<file path="config.mk">
export PLATFORM = sky130hd
export DESIGN_NAME = frc_top
export DESIGN_NICKNAME = d
export VERILOG_FILES = /design/src/frc_pkg.sv /design/src/frc_top.sv
export SDC_FILE = /design/constraint.sdc
export NUM_CORES = 2
export LEC_CHECK = 0
export BUFFER_PORTS_ARGS = -buffer_cell sky130_fd_sc_hd__buf_4
export CAP_MARGIN = 20
export CORE_MARGIN = 5
export CORE_UTILIZATION = 30
export DETAILED_ROUTE_END_ITERATION = 8
export PLACE_DENSITY = 0.53
export SETUP_SLACK_MARGIN = 0.3
export SLEW_MARGIN = 20
export SYNTH_ARGS = -nofsm -noshare
export SYNTH_HDL_FRONTEND = slang
export SYNTH_SLANG_ARGS = --single-unit
</file>
<file path="constraint.sdc">
create_clock -name clk -period 38 [get_ports clk]
set_clock_uncertainty 0.05 [all_clocks]
set_input_delay 1.9 -clock clk [delete_from_list [all_inputs] [get_ports clk]]
set_output_delay 1.9 -clock clk [all_outputs]
set_load 0.02 [all_outputs]
</file>
<file path="src/frc_pkg.sv">
// Constants, register map and reset values of the reference conditioner
//----------------------------------------------------------------------
// Notes on behaviour
// Raise reference below general lower limit
// Master limit only for analog master reference
// Effective lower limit is larger of both
// Clamp inside band to band's lower edge
// One shared width sizes every jump band
// All jump frequencies zero disables jumping
// Cross bands by ramp, never settle inside
// Other party orders jumps non-increasing
// Hold off: ramp-hold value zeroed at stop
// Hold off: up/down reference zeroed at stop
// Hold off: bias dropped at stop, 5 s
// Hold on: keep hold value, clear on release
// Hold on: keep up/down reference across stop
// Panel source: fold bias into reference after 5 s
// Other source: save bias after 5 s
// Clear saved reference on release or idle up/down
// Step zero: bias ramps while command held
// Step nonzero: one step per command
// Ramp select picks active or fourth rate
// Mode 1 zeroes bias when inputs equal
// Saved bias reset on listed conditions
// Freeze bias while analog reference moves fast
//----------------------------------------------------------------------
package frc_pkg;
   // Register byte offsets
   localparam logic [7:0] A_CTRL  = 8'h00; // Control bits
   localparam logic [7:0] A_LIM   = 8'h04; // Lower limits, 0.1 %
   localparam logic [7:0] A_MAXF  = 8'h08; // Max output freq, 0.01 Hz
   localparam logic [7:0] A_J12   = 8'h0C; // First / second jump
   localparam logic [7:0] A_J3W   = 8'h10; // Third jump / band width
   localparam logic [7:0] A_BIAS  = 8'h14; // Bias step / fluctuation
   localparam logic [7:0] A_SBIAS = 8'h18; // Saved bias, signed
   localparam logic [7:0] A_STAT  = 8'h1C; // Output and live bias
   localparam logic [7:0] A_HOLD  = 8'h20; // Held and up/down refs
   // Control field positions
   localparam int C_HOLD  = 0; // Hold select
   localparam int C_BRAMP = 1; // Bias ramp select
   localparam int C_BMODE = 2; // Bias mode select
   localparam int C_UD2   = 3; // Bias inputs assigned
   localparam int C_SRC   = 4; // Source, two bits
   localparam int C_UPDN  = 6; // Up/down reference in use
   // Reference sources
   localparam logic [1:0] SRC_OP = 2'h0; // Operator panel
   localparam logic [1:0] SRC_A1 = 2'h1; // First analog input
   localparam logic [1:0] SRC_A2 = 2'h2; // Second analog input
   // Reset values
   localparam logic [6:0]  CTRL_RST  = 7'h00;
   localparam logic [31:0] LIM_RST   = 32'h0000_0000;
   localparam logic [15:0] MAXF_RST  = 16'h1770;
   localparam logic [31:0] J12_RST   = 32'h0000_0000;
   localparam logic [31:0] J3W_RST   = 32'h0064_0000;
   localparam logic [31:0] BIAS_RST  = 32'h000A_0000;
   localparam logic [17:0] SBIAS_RST = 18'h00000;
   // Scaling and timing
   localparam logic [9:0] PCT_DIV  = 10'h3E8; // 0.1 % per count
   localparam int unsigned CLK_HZ  = 100_000_000;
   localparam int unsigned T_HOLD_S = 5;  // Bias release delay, s
   localparam int unsigned T_TICK_MS = 1; // Ramp tick, ms
   localparam int unsigned HOLD_CYC = T_HOLD_S * CLK_HZ;
   localparam int unsigned TICK_CYC = CLK_HZ / 1000 * T_TICK_MS;
endpackage

</file>
<file path="src/frc_top.sv">
// Frequency reference conditioner with AHB-Lite register slave
`timescale 1ns/1ns
`default_nettype none
module frc_top #(
   parameter int unsigned HOLD_N = frc_pkg::HOLD_CYC, // 5 s in cycles
   parameter int unsigned TICK_N = frc_pkg::TICK_CYC  // Ramp tick
) (
   input  wire logic        clk,
   input  wire logic        rst,
   input  wire logic        hsel,
   input  wire logic [31:0] haddr,
   input  wire logic [1:0]  htrans,
   input  wire logic        hwrite,
   input  wire logic [2:0]  hsize,
   input  wire logic [31:0] hwdata,
   input  wire logic        hready,
   output logic      [31:0] hrdata,
   output logic             hreadyout,
   output logic             hresp,
   input  wire logic [15:0] ref_in,
   input  wire logic        ref_is_preset,
   input  wire logic        run,
   input  wire logic        power_ok,
   input  wire logic        updn_up,
   input  wire logic        updn_dn,
   input  wire logic        hold_in,
   input  wire logic        bias_up,
   input  wire logic        bias_dn,
   input  wire logic [15:0] rate_act,
   input  wire logic [15:0] rate_fourth,
   output logic      [15:0] freq_ref_out,
   output logic      [17:0] bias_out,
   output logic             jump_clamp,
   output logic             lower_clamp
);
   import frc_pkg::*;

   //------------------------------------------------------------
   // State
   //------------------------------------------------------------
   typedef struct packed {
      logic        a_we;   // Write data phase pending
      logic [7:0]  a_adr;  // Latched address
      logic [31:0] rdat;   // Read data
      logic [6:0]  ctrl;   // Control bits
      logic [31:0] lim;    // Lower limits
      logic [15:0] maxf;   // Max output frequency
      logic [31:0] j12;    // Jumps one and two
      logic [31:0] j3w;    // Jump three and width
      logic [31:0] bcfg;   // Bias step and fluctuation
      logic [17:0] sbias;  // Saved bias
      logic [15:0] held;   // Ramp-hold value
      logic        held_v; // Ramp-hold value valid
      logic [15:0] udref;  // Up/down reference
      logic [17:0] opadj;  // Folded panel bias
      logic [17:0] bias;   // Live bias
      logic [31:0] tmr;    // Release timer
      logic        tmr_on; // Release timer running
      logic [31:0] tick;   // Ramp tick divider
      logic        up2_q;  // Bias up, last cycle
      logic        dn2_q;  // Bias down, last cycle
      logic        run_q;  // Run, last cycle
      logic        frz;    // Bias frozen
      logic [15:0] refp;   // Reference at last tick
      logic [15:0] out;    // Conditioned reference
      logic        jact;   // Jump clamp active
      logic        lact;   // Lower clamp active
   } frc_st_s;

   frc_st_s r_r;   // Registered state
   frc_st_s s_nxt; // Next state

   logic [15:0] gl;    // General lower limit, Hz
   logic [15:0] ml;    // Master lower limit, Hz
   logic [15:0] effl;  // Effective lower limit
   logic [15:0] flim;  // Fluctuation limit, Hz
   logic        jdis;  // Jumps disabled
   logic [15:0] jf  [3]; // Jump centres
   logic [15:0] jlo [3]; // Band lower edges
   logic [16:0] jhi [3]; // Band upper edges
   logic        tk;    // Ramp tick
   logic        stop;  // Run removed or power lost

   // Scale a 0.1 % setting by max output frequency
   function automatic logic [15:0] pct(input logic [15:0] m, input logic [10:0] p);
      logic [26:0] q;
      q = ({11'h000, m} * {16'h0000, p}) / {17'h00000, PCT_DIV};
      return q[15:0];
   endfunction

   // Clamp a signed bias to plus or minus the max frequency
   function automatic logic [17:0] clipb(input logic signed [18:0] v, input logic [15:0] m);
      logic signed [18:0] lim;
      lim = $signed({3'h0, m});
      if (v > lim) return lim[17:0];
      if (v < -lim) return 18'(-lim);
      return v[17:0];
   endfunction

   // Register read mux, from the post-write state
   function automatic logic [31:0] rdval(input frc_st_s s, input logic [7:0] a);
      case (a)
         A_CTRL:  return {25'h0, s.ctrl};
         A_LIM:   return s.lim;
         A_MAXF:  return {16'h0, s.maxf};
         A_J12:   return s.j12;
         A_J3W:   return s.j3w;
         A_BIAS:  return s.bcfg;
         A_SBIAS: return {{14{s.sbias[17]}}, s.sbias};
         A_STAT:  return {s.bias[15:0], s.out};
         A_HOLD:  return {s.udref, s.held};
         default: return 32'h0000_0000; // Unmapped reads zero
      endcase
   endfunction

   //------------------------------------------------------------
   // Limit and band arithmetic from registered settings
   //------------------------------------------------------------
   always_comb begin
      gl   = pct(r_r.maxf, r_r.lim[10:0]);
      ml   = pct(r_r.maxf, r_r.lim[26:16]);
      flim = pct(r_r.maxf, r_r.bcfg[26:16]);
      // Master limit only for an analog master, not presets
      if (!ref_is_preset && (r_r.ctrl[C_SRC+:2] == SRC_A1 ||
          r_r.ctrl[C_SRC+:2] == SRC_A2)) begin
         effl = (ml > gl) ? ml : gl;
      end else begin
         effl = gl;
      end
      jf[0] = r_r.j12[15:0];
      jf[1] = r_r.j12[31:16];
      jf[2] = r_r.j3w[15:0];
      jdis  = (jf[0] | jf[1] | jf[2]) == 16'h0000;
      // One width shared by all three bands
      for (int i = 0; i < 3; i++) begin
         jlo[i] = (jf[i] > {1'b0, r_r.j3w[31:17]}) ? jf[i] - {1'b0, r_r.j3w[31:17]} : 16'h0000;
         jhi[i] = {1'b0, jf[i]} + {2'b00, r_r.j3w[31:17]};
      end
      tk   = r_r.tick == 32'(TICK_N - 1);
      stop = (r_r.run_q & ~run) | ~power_ok;
   end

   //------------------------------------------------------------
   // Next state
   //------------------------------------------------------------
   always_comb begin
      logic [15:0]        base;
      logic [15:0]        rate;
      logic [15:0]        v;
      logic signed [19:0] tot;
      logic signed [18:0] nb;
      logic               eq2;
      logic               clr;
      logic [15:0]        d;
      base = 16'h0000;
      rate = 16'h0000;
      v    = 16'h0000;
      tot  = 20'sh00000;
      nb   = 19'sh00000;
      eq2  = 1'b0;
      clr  = 1'b0;
      d    = 16'h0000;
      s_nxt = r_r;
      // Bus write in data phase
      if (r_r.a_we) begin
         case (r_r.a_adr)
            A_CTRL:  s_nxt.ctrl  = hwdata[6:0];
            A_LIM:   s_nxt.lim   = hwdata;
            A_MAXF:  s_nxt.maxf  = hwdata[15:0];
            A_J12:   s_nxt.j12   = hwdata;
            A_J3W:   s_nxt.j3w   = hwdata;
            A_BIAS:  s_nxt.bcfg  = hwdata;
            A_SBIAS: s_nxt.sbias = hwdata[17:0];
            default: ; // Unmapped writes dropped
         endcase
      end
      // Bus address phase
      s_nxt.a_we = 1'b0;
      if (hsel && hready && htrans[1]) begin
         s_nxt.a_we  = hwrite;
         s_nxt.a_adr = haddr[7:0];
         if (!hwrite) begin
            s_nxt.rdat = rdval(s_nxt, haddr[7:0]);
         end
      end
      // Ramp tick divider
      s_nxt.tick = tk ? 32'h0000_0000 : r_r.tick + 32'h0000_0001;
      s_nxt.run_q = run;
      s_nxt.up2_q = bias_up;
      s_nxt.dn2_q = bias_dn;
      // Ramp-hold value
      if (hold_in && !r_r.held_v && run) begin
         s_nxt.held   = r_r.out;
         s_nxt.held_v = 1'b1;
      end
      if (!hold_in || (stop && !r_r.ctrl[C_HOLD])) begin
         s_nxt.held   = 16'h0000;
         s_nxt.held_v = 1'b0;
      end
      // Up/down generated reference, kept across stop when held
      if (tk && run && updn_up && !updn_dn) begin
         s_nxt.udref = (r_r.udref > r_r.maxf - rate_act) ? r_r.maxf : r_r.udref + rate_act;
      end else if (tk && run && updn_dn && !updn_up) begin
         s_nxt.udref = (r_r.udref > rate_act) ? r_r.udref - rate_act : 16'h0000;
      end
      if (((updn_up || updn_dn) && !run) ||
          (stop && !r_r.ctrl[C_HOLD])) begin
         s_nxt.udref = 16'h0000;
      end
      // Bias ramp rate
      rate = r_r.ctrl[C_BRAMP] ? rate_fourth : rate_act;
      eq2  = bias_up == bias_dn;
      // Bias adjustment
      if (!r_r.frz && run) begin
         if (r_r.bcfg[15:0] == 16'h0000) begin
            if (tk && bias_up && !bias_dn) begin
               nb = $signed({r_r.bias[17], r_r.bias}) + $signed({3'h0, rate});
               s_nxt.bias = clipb(nb, r_r.maxf);
            end else if (tk && bias_dn && !bias_up) begin
               nb = $signed({r_r.bias[17], r_r.bias}) - $signed({3'h0, rate});
               s_nxt.bias = clipb(nb, r_r.maxf);
            end
         end else if (bias_up && !r_r.up2_q && !bias_dn) begin
            nb = $signed({r_r.bias[17], r_r.bias}) + $signed({3'h0, r_r.bcfg[15:0]});
            s_nxt.bias = clipb(nb, r_r.maxf);
         end else if (bias_dn && !r_r.dn2_q && !bias_up) begin
            nb = $signed({r_r.bias[17], r_r.bias}) - $signed({3'h0, r_r.bcfg[15:0]});
            s_nxt.bias = clipb(nb, r_r.maxf);
         end
      end
      // Restart picks up the saved bias
      if (run && !r_r.run_q) begin
         s_nxt.bias = r_r.sbias;
      end
      // Release timer
      if (bias_up || bias_dn) begin
         s_nxt.tmr_on = 1'b0;
      end else if (r_r.up2_q || r_r.dn2_q) begin
         s_nxt.tmr_on = 1'b1;
         s_nxt.tmr    = 32'h0000_0000;
      end else if (r_r.tmr_on) begin
         s_nxt.tmr = r_r.tmr + 32'h0000_0001;
         if (r_r.tmr == 32'(HOLD_N - 1)) begin
            s_nxt.tmr_on = 1'b0;
            if (!r_r.ctrl[C_HOLD]) begin
               s_nxt.bias = 18'h00000;
            end else if (r_r.ctrl[C_SRC+:2] == SRC_OP) begin
               s_nxt.opadj = 18'(r_r.opadj + s_nxt.bias);
               s_nxt.bias  = 18'h00000;
            end else begin
               s_nxt.sbias = s_nxt.bias;
            end
         end
      end
      if (stop && !r_r.ctrl[C_HOLD]) begin
         s_nxt.bias = 18'h00000;
      end
      // Mode 1 with equal inputs zeroes the bias
      if (r_r.bcfg[15:0] == 16'h0000 && r_r.ctrl[C_BMODE] && eq2) begin
         s_nxt.bias  = 18'h00000;
         s_nxt.sbias = 18'h00000;
      end
      // Other reset conditions of the saved bias
      clr = !r_r.ctrl[C_UD2] || (s_nxt.ctrl[C_SRC+:2] != r_r.ctrl[C_SRC+:2]) || (s_nxt.maxf != r_r.maxf);
      if (clr) begin
         s_nxt.sbias = 18'h00000;
         s_nxt.bias  = 18'h00000;
         s_nxt.opadj = 18'h00000;
      end
      // Freeze bias while an analog or pulse reference moves fast
      d = (ref_in > r_r.refp) ? ref_in - r_r.refp : r_r.refp - ref_in;
      if (tk) begin
         s_nxt.refp = ref_in;
         s_nxt.frz  = (r_r.ctrl[C_SRC+:2] != SRC_OP) &&
                      (bias_up || bias_dn) && (d > flim);
      end
      // Base reference
      if (r_r.ctrl[C_UPDN]) begin
         base = r_r.udref;
      end else if (r_r.held_v) begin
         base = r_r.held;
      end else begin
         base = ref_in;
      end
      tot = $signed({4'h0, base}) +
            $signed({{2{r_r.opadj[17]}}, r_r.opadj}) +
            $signed({{2{r_r.bias[17]}}, r_r.bias});
      if (tot < 20'sh00000) begin
         v = 16'h0000;
      end else if (tot > $signed({4'h0, r_r.maxf})) begin
         v = r_r.maxf;
      end else begin
         v = tot[15:0];
      end
      // Lower limit
      s_nxt.lact = v < effl;
      if (v < effl) begin
         v = effl;
      end
      // Jump bands, highest first; the ramp stage crosses them
      s_nxt.jact = 1'b0;
      for (int i = 0; i < 3; i++) begin
         if (!jdis && jf[i] != 16'h0000 &&
             v > jlo[i] && {1'b0, v} < jhi[i]) begin
            v = jlo[i];
            s_nxt.jact = 1'b1;
         end
      end
      s_nxt.out = v;
   end

   //------------------------------------------------------------
   // State register
   //------------------------------------------------------------
   always_ff @(posedge clk) begin
      if (rst) begin
         r_r       <= '0;
         r_r.ctrl  <= CTRL_RST;
         r_r.lim   <= LIM_RST;
         r_r.maxf  <= MAXF_RST;
         r_r.j12   <= J12_RST;
         r_r.j3w   <= J3W_RST;
         r_r.bcfg  <= BIAS_RST;
         r_r.sbias <= SBIAS_RST;
      end else begin
         r_r <= s_nxt;
      end
   end

   // Outputs, straight from the state register; hreadyout and hresp tied off
   assign hrdata       = r_r.rdat;
   assign hreadyout    = 1'b1; // Zero wait states
   assign hresp        = 1'b0; // Always OKAY
   assign freq_ref_out = r_r.out;
   assign bias_out     = r_r.bias;
   assign jump_clamp   = r_r.jact;
   assign lower_clamp  = r_r.lact;

   //------------------------------------------------------------
   // Assertions
   //------------------------------------------------------------
   property p_lower;
      @(posedge clk) disable iff (rst)
      $stable(effl) && !r_r.jact |-> r_r.out >= effl;
   endproperty
   a_lower: assert property (p_lower) else $error("below lower limit");
   property p_master;
      @(posedge clk) disable iff (rst) ref_is_preset |-> effl == gl;
   endproperty
   a_master: assert property (p_master) else $error("master limit on preset");
   property p_larger;
      @(posedge clk) disable iff (rst)
      effl >= gl && (ref_is_preset || effl >= ml ||
      r_r.ctrl[C_SRC+:2] == SRC_OP || r_r.ctrl[C_SRC+:2] == 2'h3);
   endproperty
   a_larger: assert property (p_larger) else $error("lower limit not max");
   property p_band;
      @(posedge clk) disable iff (rst)
      $stable(r_r.j12) && $stable(r_r.j3w) && !jdis && jf[0] != 16'h0000
      |-> !(r_r.out > jlo[0] && {1'b0, r_r.out} < jhi[0]);
   endproperty
   a_band: assert property (p_band) else $error("output inside band");
   property p_jdis;
      @(posedge clk) disable iff (rst) jdis |=> !r_r.jact;
   endproperty
   a_jdis: assert property (p_jdis) else $error("jump with all zero");
   property p_stop;
      @(posedge clk) disable iff (rst)
      stop && !r_r.ctrl[C_HOLD] |=> r_r.bias == 18'h00000 &&
      !r_r.held_v && r_r.udref == 16'h0000;
   endproperty
   a_stop: assert property (p_stop) else $error("value kept on stop");
   property p_rel;
      @(posedge clk) disable iff (rst) !hold_in |=> !r_r.held_v;
   endproperty
   a_rel: assert property (p_rel) else $error("hold kept on release");
   property p_idle;
      @(posedge clk) disable iff (rst)
      (updn_up || updn_dn) && !run |=> r_r.udref == 16'h0000;
   endproperty
   a_idle: assert property (p_idle) else $error("up/down kept idle");
   property p_mode1;
      @(posedge clk) disable iff (rst)
      r_r.bcfg[15:0] == 16'h0000 && r_r.ctrl[C_BMODE] && bias_up == bias_dn
      |=> r_r.bias == 18'h00000 && r_r.sbias == 18'h00000;
   endproperty
   a_mode1: assert property (p_mode1) else $error("bias kept in mode 1");
   property p_fire;
      @(posedge clk) disable iff (rst)
      r_r.tmr_on && r_r.tmr == 32'(HOLD_N - 1) && !r_r.ctrl[C_HOLD] &&
      !bias_up && !bias_dn |=> r_r.bias == 18'h00000;
   endproperty
   a_fire: assert property (p_fire) else $error("bias kept after delay");
   c_jump:  cover property (@(posedge clk) disable iff (rst) r_r.jact);
   c_lower: cover property (@(posedge clk) disable iff (rst) r_r.lact);
   c_fire:  cover property (@(posedge clk) disable iff (rst)
                            r_r.tmr_on && r_r.tmr == 32'(HOLD_N - 1));
   c_frz:   cover property (@(posedge clk) disable iff (rst) r_r.frz);
endmodule
`default_nettype wire

</file>
Yosys cells after proc, flatten, opt, wreduce, memory -nomap -nowiden
Index checks and enable logic that the tools add are counted.
{"block": "classes", "muxes": 113, "div": 3, "addsub": 21, "bitwise_logic": 10, "eq_ne": 22, "n_reduce_logical": 80, "n_mul": 3, "magnitude_cmp": 25}
{"operator": "$mux W18", "n": 33}
{"operator": "$mux W16", "n": 20}
{"operator": "$pmux W32 S9", "n": 1}
{"operator": "$mux W36", "n": 6}
{"operator": "$mux W169", "n": 1}
{"operator": "$gt A16 B16 Y1", "n": 8}
{"operator": "$mux W32", "n": 4}
{"operator": "$div A27 B10 Y27 const B", "n": 3}
{"operator": "$mul A16 B11 Y27", "n": 3}
{"operator": "$gt A19 B17 Y1", "n": 4}
{"operator": "$lt A19 B19 Y1", "n": 4}
{"operator": "$add A32 B1 Y32 const B", "n": 2}
{"operator": "$sub A16 B16 Y16", "n": 4}
{"operator": "$eq A8 B5 Y1 const B", "n": 7}
{"operator": "$add A16 B15 Y17", "n": 3}
{"operator": "$lt A16 B17 Y1", "n": 3}
{"operator": "$mux W51", "n": 1}
{"operator": "$mux W50", "n": 1}
{"operator": "$gt A16 B15 Y1", "n": 3}
{"operator": "$reduce_bool A16 Y1", "n": 3}
{"operator": "$sub A16 B15 Y16", "n": 3}
{"operator": "$mux W1", "n": 44}
{"operator": "$add A18 B17 Y19", "n": 2}
{"operator": "$sub A18 B17 Y19", "n": 2}
{"operator": "37 further kinds", "n": 112}
{"block": "totals", "elab_cells": 303, "reg_bits": 382, "in_bits": 130}

Depth between registers and ports, before layout
{"block": "depth", "depth_word": 32, "depth_mapped": 165}

Worst setup path before layout
Ideal clock, no wire load.
{"block": "synth_timing", "path_type": "flip-flop to flip-flop", "start": "reg r_r[300] (netlist bit)", "end": "reg r_r, in the netlist freq_ref_out[15]", "path_stages_with_launch": 154, "required_ns": 37.885, "t_arrival_ns": 29.473, "n_path_buf": 15, "setup_slack_ns": 8.412, "cell_sequence": "dfxtp_1 -> clkbuf_1 -> clkbuf_1 -> clkbuf_1 -> nand2_1 -> fa_1 -> inv_1 -> fa_1 -> inv_1 -> fa_1 -> inv_1 -> fa_1 -> inv_1 -> fa_1 -> inv_1 -> ha_1 -> buf_2 -> and3_4 -> [... 118 more ...] -> ha_1 -> nor2b_1 -> o21a_1 -> o21ai_0 -> nand2b_1 -> a21oi_1 -> nor2b_1 -> o21ai_0 -> nand2b_1 -> a21oi_1 -> o31ai_1 -> a21o_1 -> a21oi_1 -> a211o_1 -> o41ai_4 -> buf_6 -> mux2_1 -> nor2_1"}
{"block": "synth_between", "elab_chain_len": 19, "elab_cells_between_ends": 27, "classes_between": "2 x mul; 2 x div; 9 x order compare; 8 x mux; 6 x reduce/logical"}
{"item": "start: declaration", "line": "frc_top.sv:70", "rtl": "frc_st_s r_r;"}
{"item": "start signal: assignment", "line": "frc_top.sv:326", "rtl": "r_r <= s_nxt;"}
{"item": "$mul A16 B11 Y27", "line": "frc_top.sv:87", "rtl": "q = ({11'h000, m} * {16'h0000, p}) / {17'h00000, PCT_DIV};"}
{"item": "$div A27 B10 Y27", "line": "frc_top.sv:87"}
{"item": "$gt A16 B16 Y1", "line": "frc_top.sv:126", "rtl": "effl = (ml > gl) ? ml : gl;"}
{"item": "$mux W16", "line": "frc_top.sv:126"}
{"item": "$mux W16", "line": "frc_top.sv:124", "rtl": "if (!ref_is_preset && (r_r.ctrl[C_SRC+:2] == SRC_A1 ||"}
{"item": "$lt A16 B16 Y1", "line": "frc_top.sv:297", "rtl": "if (v < effl) begin"}
{"item": "$mux W16 *", "line": "frc_top.sv:297"}
{"item": "$gt A16 B16 Y1", "line": "frc_top.sv:304", "rtl": "v > jlo[i] && {1'b0, v} < jhi[i]) begin"}
{"item": "[... 3 more ...]"}
{"item": "$gt A16 B16 Y1", "line": "frc_top.sv:304"}
{"item": "$logic_and A1 B1 Y1", "line": "frc_top.sv:303", "rtl": "if (!jdis && jf[i] != 16'h0000 &&"}
{"item": "$logic_and A1 B1 Y1", "line": "frc_top.sv:304"}
{"item": "$mux W16 *", "line": "frc_top.sv:303"}
{"item": "$gt A16 B16 Y1", "line": "frc_top.sv:304"}
{"item": "$logic_and A1 B1 Y1", "line": "frc_top.sv:303"}
{"item": "$logic_and A1 B1 Y1", "line": "frc_top.sv:304"}
{"item": "$mux W16 *", "line": "frc_top.sv:303"}
Every way passes the cells marked *; elsewhere a longest branch is shown, timed or not.
A chain may end at the register's enable or synchronous reset.

Worst setup path in the final report
{"block": "layout_timing", "start": "reg r_r[292] (netlist bit)", "end": "reg r_r, in the netlist freq_ref_out[7]"}
The elaborated chain is that of the path after synthesis.

==> metrics <==
synth warn 0; 1st-iter DRT viols 5717; remaining global-route overflow 0; vias per cell 5.57; htree depth 2; vias 69247; Layout Cells excl Fill 12443; Final min period 35.24 ns; Total GRT Usage 0.204; ys async rst share 0; Die H 500 um; leading cell type in the layout, fill and taps excluded nor2_1; placed cells 12349; row count 180; sequential share of power 0.373; I/O Pins 200; clock slew at reported path FFs 0.06 ns; nets 10530; synth unique cells 163; CTS tree done; Comb power frac 0.216; worst slew pin tran 1.15 ns; Slew Limit Fails 0; hold_buf cts 0; Peak Freq 28.4 MHz; CORE AREA 0.240 mm^2; Pleak 0.0341 uW; Clock Power Share 0.411; Slowest-stage cell, CP dfxtp_2; Avg Cell Area, Syn 7.64 um^2; initial antenna violation count 26; worst slack, placed 1.85 ns; Routed WL 267000 um; post-synthesis sequential area ratio 0.106; post-synthesis cell area 0.0721 mm^2; Final HPWL DP 214000 um; Mapped Cells 9435; Max stage delay on crit path 0.74 ns; proportion of layout cells with a drive suffix above 1 0.0778; Die ar. 0.250 mm^2; Clk Latency, worst-skew pair 0.63 ns; final setup violation count 0; VDD IR max 0.0000377 V; number of nets still failing antenna checks after routing 0; Multi-input gate area 0.0590 mm^2; Net Count, Synth 10749; P&R area growth vs syn 7.47%; Max Cap Violations 0; most used cell, CP a21oi_1; RSZ-0062 raised after global routing false; period utilization 0.927; worst setup margin 2.76 ns; GPL Wtd Cong 0.957; Root Driver clkbuf_16; Post-synth top flop dfxtp_1; Worst EP required 38.50 ns; final hold violation count 0; design area 0.0774 mm^2; detailed-route DRC error count 0; Switching Share 0.321; pwr dens 14.2 mW/mm^2; flip-flop and latch area 0.00768 mm^2; #FFs+latches synth 382; Setup CP Type flop to flop; Worst Path Arrival 35.74 ns; first-pass GRT wire length 405000 um; Fill cells 25461; CP Capture Type flop; internal power component 745 uW; crit start category flop; initial core utilization 0.300; largest net degree at the start of global routing 104; Crit Path Max Fanout 18; Post-synth EDFFs 0; CTS buffer count 43; Worst slew margin 0.229; port bufs 169; Worst Hold Class flop to flop; vias in the first global route 66799; Psw 353 uW; drt wl/cell 21.5 um; most frequent cells in the layout nor2_1 (1053), ha_1 (776), inv_1 (757); run status complete, no violations; Die X 500 um; CTS max path bufs 3; final setup TNS 0 ns; detailed-router iteration count before antenna repair 7; Placement Cell Area 0.0758 mm^2; final core utilization 0.323; clk sinks 382
worst max-delay path, delay by kind of cell, from the launching register on:
family	cells	cell delay, ns
muxes	8	3.36
xor gates and xnor gates	2	0.68
buffers and inverters	8	1.69
adders and majority gates	11	4.52
and+or+nand+nor	38	6.65
DFF	1	0.74
AOI/OAI and AO/OA	66	17.37
per-stage QoR:
stage,hold slack [ns],total power [uW]
after floorplan,0.380,574
after global placement,0.393,646
after detailed placement,0.395,650
after CTS,0.404,1100
after global routing,0.422,1140
final,0.403,1100
path summary, 6_finish.rpt:
| path | startpoint | to | slack [ns] | depth (start not counted) |
|---|---|---|---|---|
| setup / recovery | r_r[292]$_SDFF_PP1_ | freq_ref_out[7]$_SDFF_PP0_ | 2.76 | 133 |
| hold reg to reg | r_r[379]$_SDFFE_PP0P_ | r_r[379]$_SDFFE_PP0P_ | 0.40 | 2 |
| hold / removal | r_r[379]$_SDFFE_PP0P_ | r_r[379]$_SDFFE_PP0P_ | 0.40 | 2 |
| setup reg to reg | r_r[292]$_SDFF_PP1_ | freq_ref_out[7]$_SDFF_PP0_ | 2.76 | 133 |
flip-flops by register name, summed over array words and instances, names as in the netlist:
signal,cells
jf,48
lower_clamp,1
freq_ref_out,16
hrdata,32
jump_clamp,1
bias_out,18
r_r,266
timing repair:
action                                 in CTS  in global routing
endpoints found under the hold margin       0                  0
setup endpoints to repair                   0                 17
gates resized for setup                     0                 13
setup buffers                               0                  7
power groups by stage:
stage               logic (uW)  clock network (uW)  registers, uW
floorplan                  160                   0            414
global placement           227                   0            419
detailed placement         231                   0            419
CTS                        233                 458            410
global route               260                 472            410
finish                     237                 451            410
cells in the mapped netlist, types with 33 or more instances:
cell | count | share of area
clkbuf_1 | 396 | 0.021
o221ai_1 | 40 | 0.0049
nor3_1 | 170 | 0.012
o21ai_0 | 363 | 0.025
nor2_1 | 1059 | 0.055
and3_1 | 89 | 0.0077
buf_2 | 51 | 0.0035
xor2_1 | 185 | 0.022
dfxtp_1 | 382 | 0.11
o21ai_1 | 36 | 0.0025
xnor2_1 | 285 | 0.035
nor2b_1 | 119 | 0.010
fa_1 | 408 | 0.11
o21a_1 | 67 | 0.0070
mux2i_1 | 331 | 0.046
a211oi_1 | 211 | 0.022
or3_1 | 52 | 0.0045
or2_2 | 33 | 0.0029
inv_1 | 757 | 0.039
o211ai_1 | 93 | 0.0097
nand2b_1 | 121 | 0.011
buf_4 | 85 | 0.0089
o21bai_1 | 132 | 0.014
a31oi_1 | 73 | 0.0063
a21o_1 | 156 | 0.016
a21oi_1 | 636 | 0.044
nand2_1 | 713 | 0.037
o22ai_1 | 48 | 0.0042
nand4_1 | 128 | 0.011
a22oi_1 | 56 | 0.0058
nand3_1 | 172 | 0.012
nor4_1 | 60 | 0.0052
mux2_2 | 74 | 0.012
ha_1 | 776 | 0.13
a221oi_1 | 34 | 0.0041
and2_1 | 303 | 0.026
final cells by class:
type	count	share of cell area
timing repair buffer	306	0.0298
clock buffer	53	0.0153
tap	3185	0.0515
multi-input combinational	7706	0.762
antenna	12	0.000388
inverter	777	0.0377
clock inverter	22	0.00378
sequential	382	0.0992
routing by layer:
layer / track usage / vias up / wire length, um / part of all wire
li1: - / 32843 / - / -
met1: 0.277 / 33619 / 119000 / 0.45
met2: 0.327 / 2376 / 118000 / 0.44
met3: 0.0281 / 397 / 18100 / 0.068
met4: 0.0766 / 12 / 11600 / 0.043
met5: 0.00154 / - / 118 / 0.00044
cells by family (layout without fill, tap and decap cells):
kind of cell / Yosys count / after routing / synth area share
simple gates: 3163 / 3163 / 0.213
compound gates: 2443 / 2443 / 0.234
buf+inv: 1347 / 1158 / 0.0770
fa+ha+maj: 1196 / 1196 / 0.250
xor+xnor: 479 / 479 / 0.0594
mux: 423 / 423 / 0.0608
flops: 382 / 382 / 0.106
other cells: 2 / 14 / 0.000104
(Power assumes the default switching activity.)
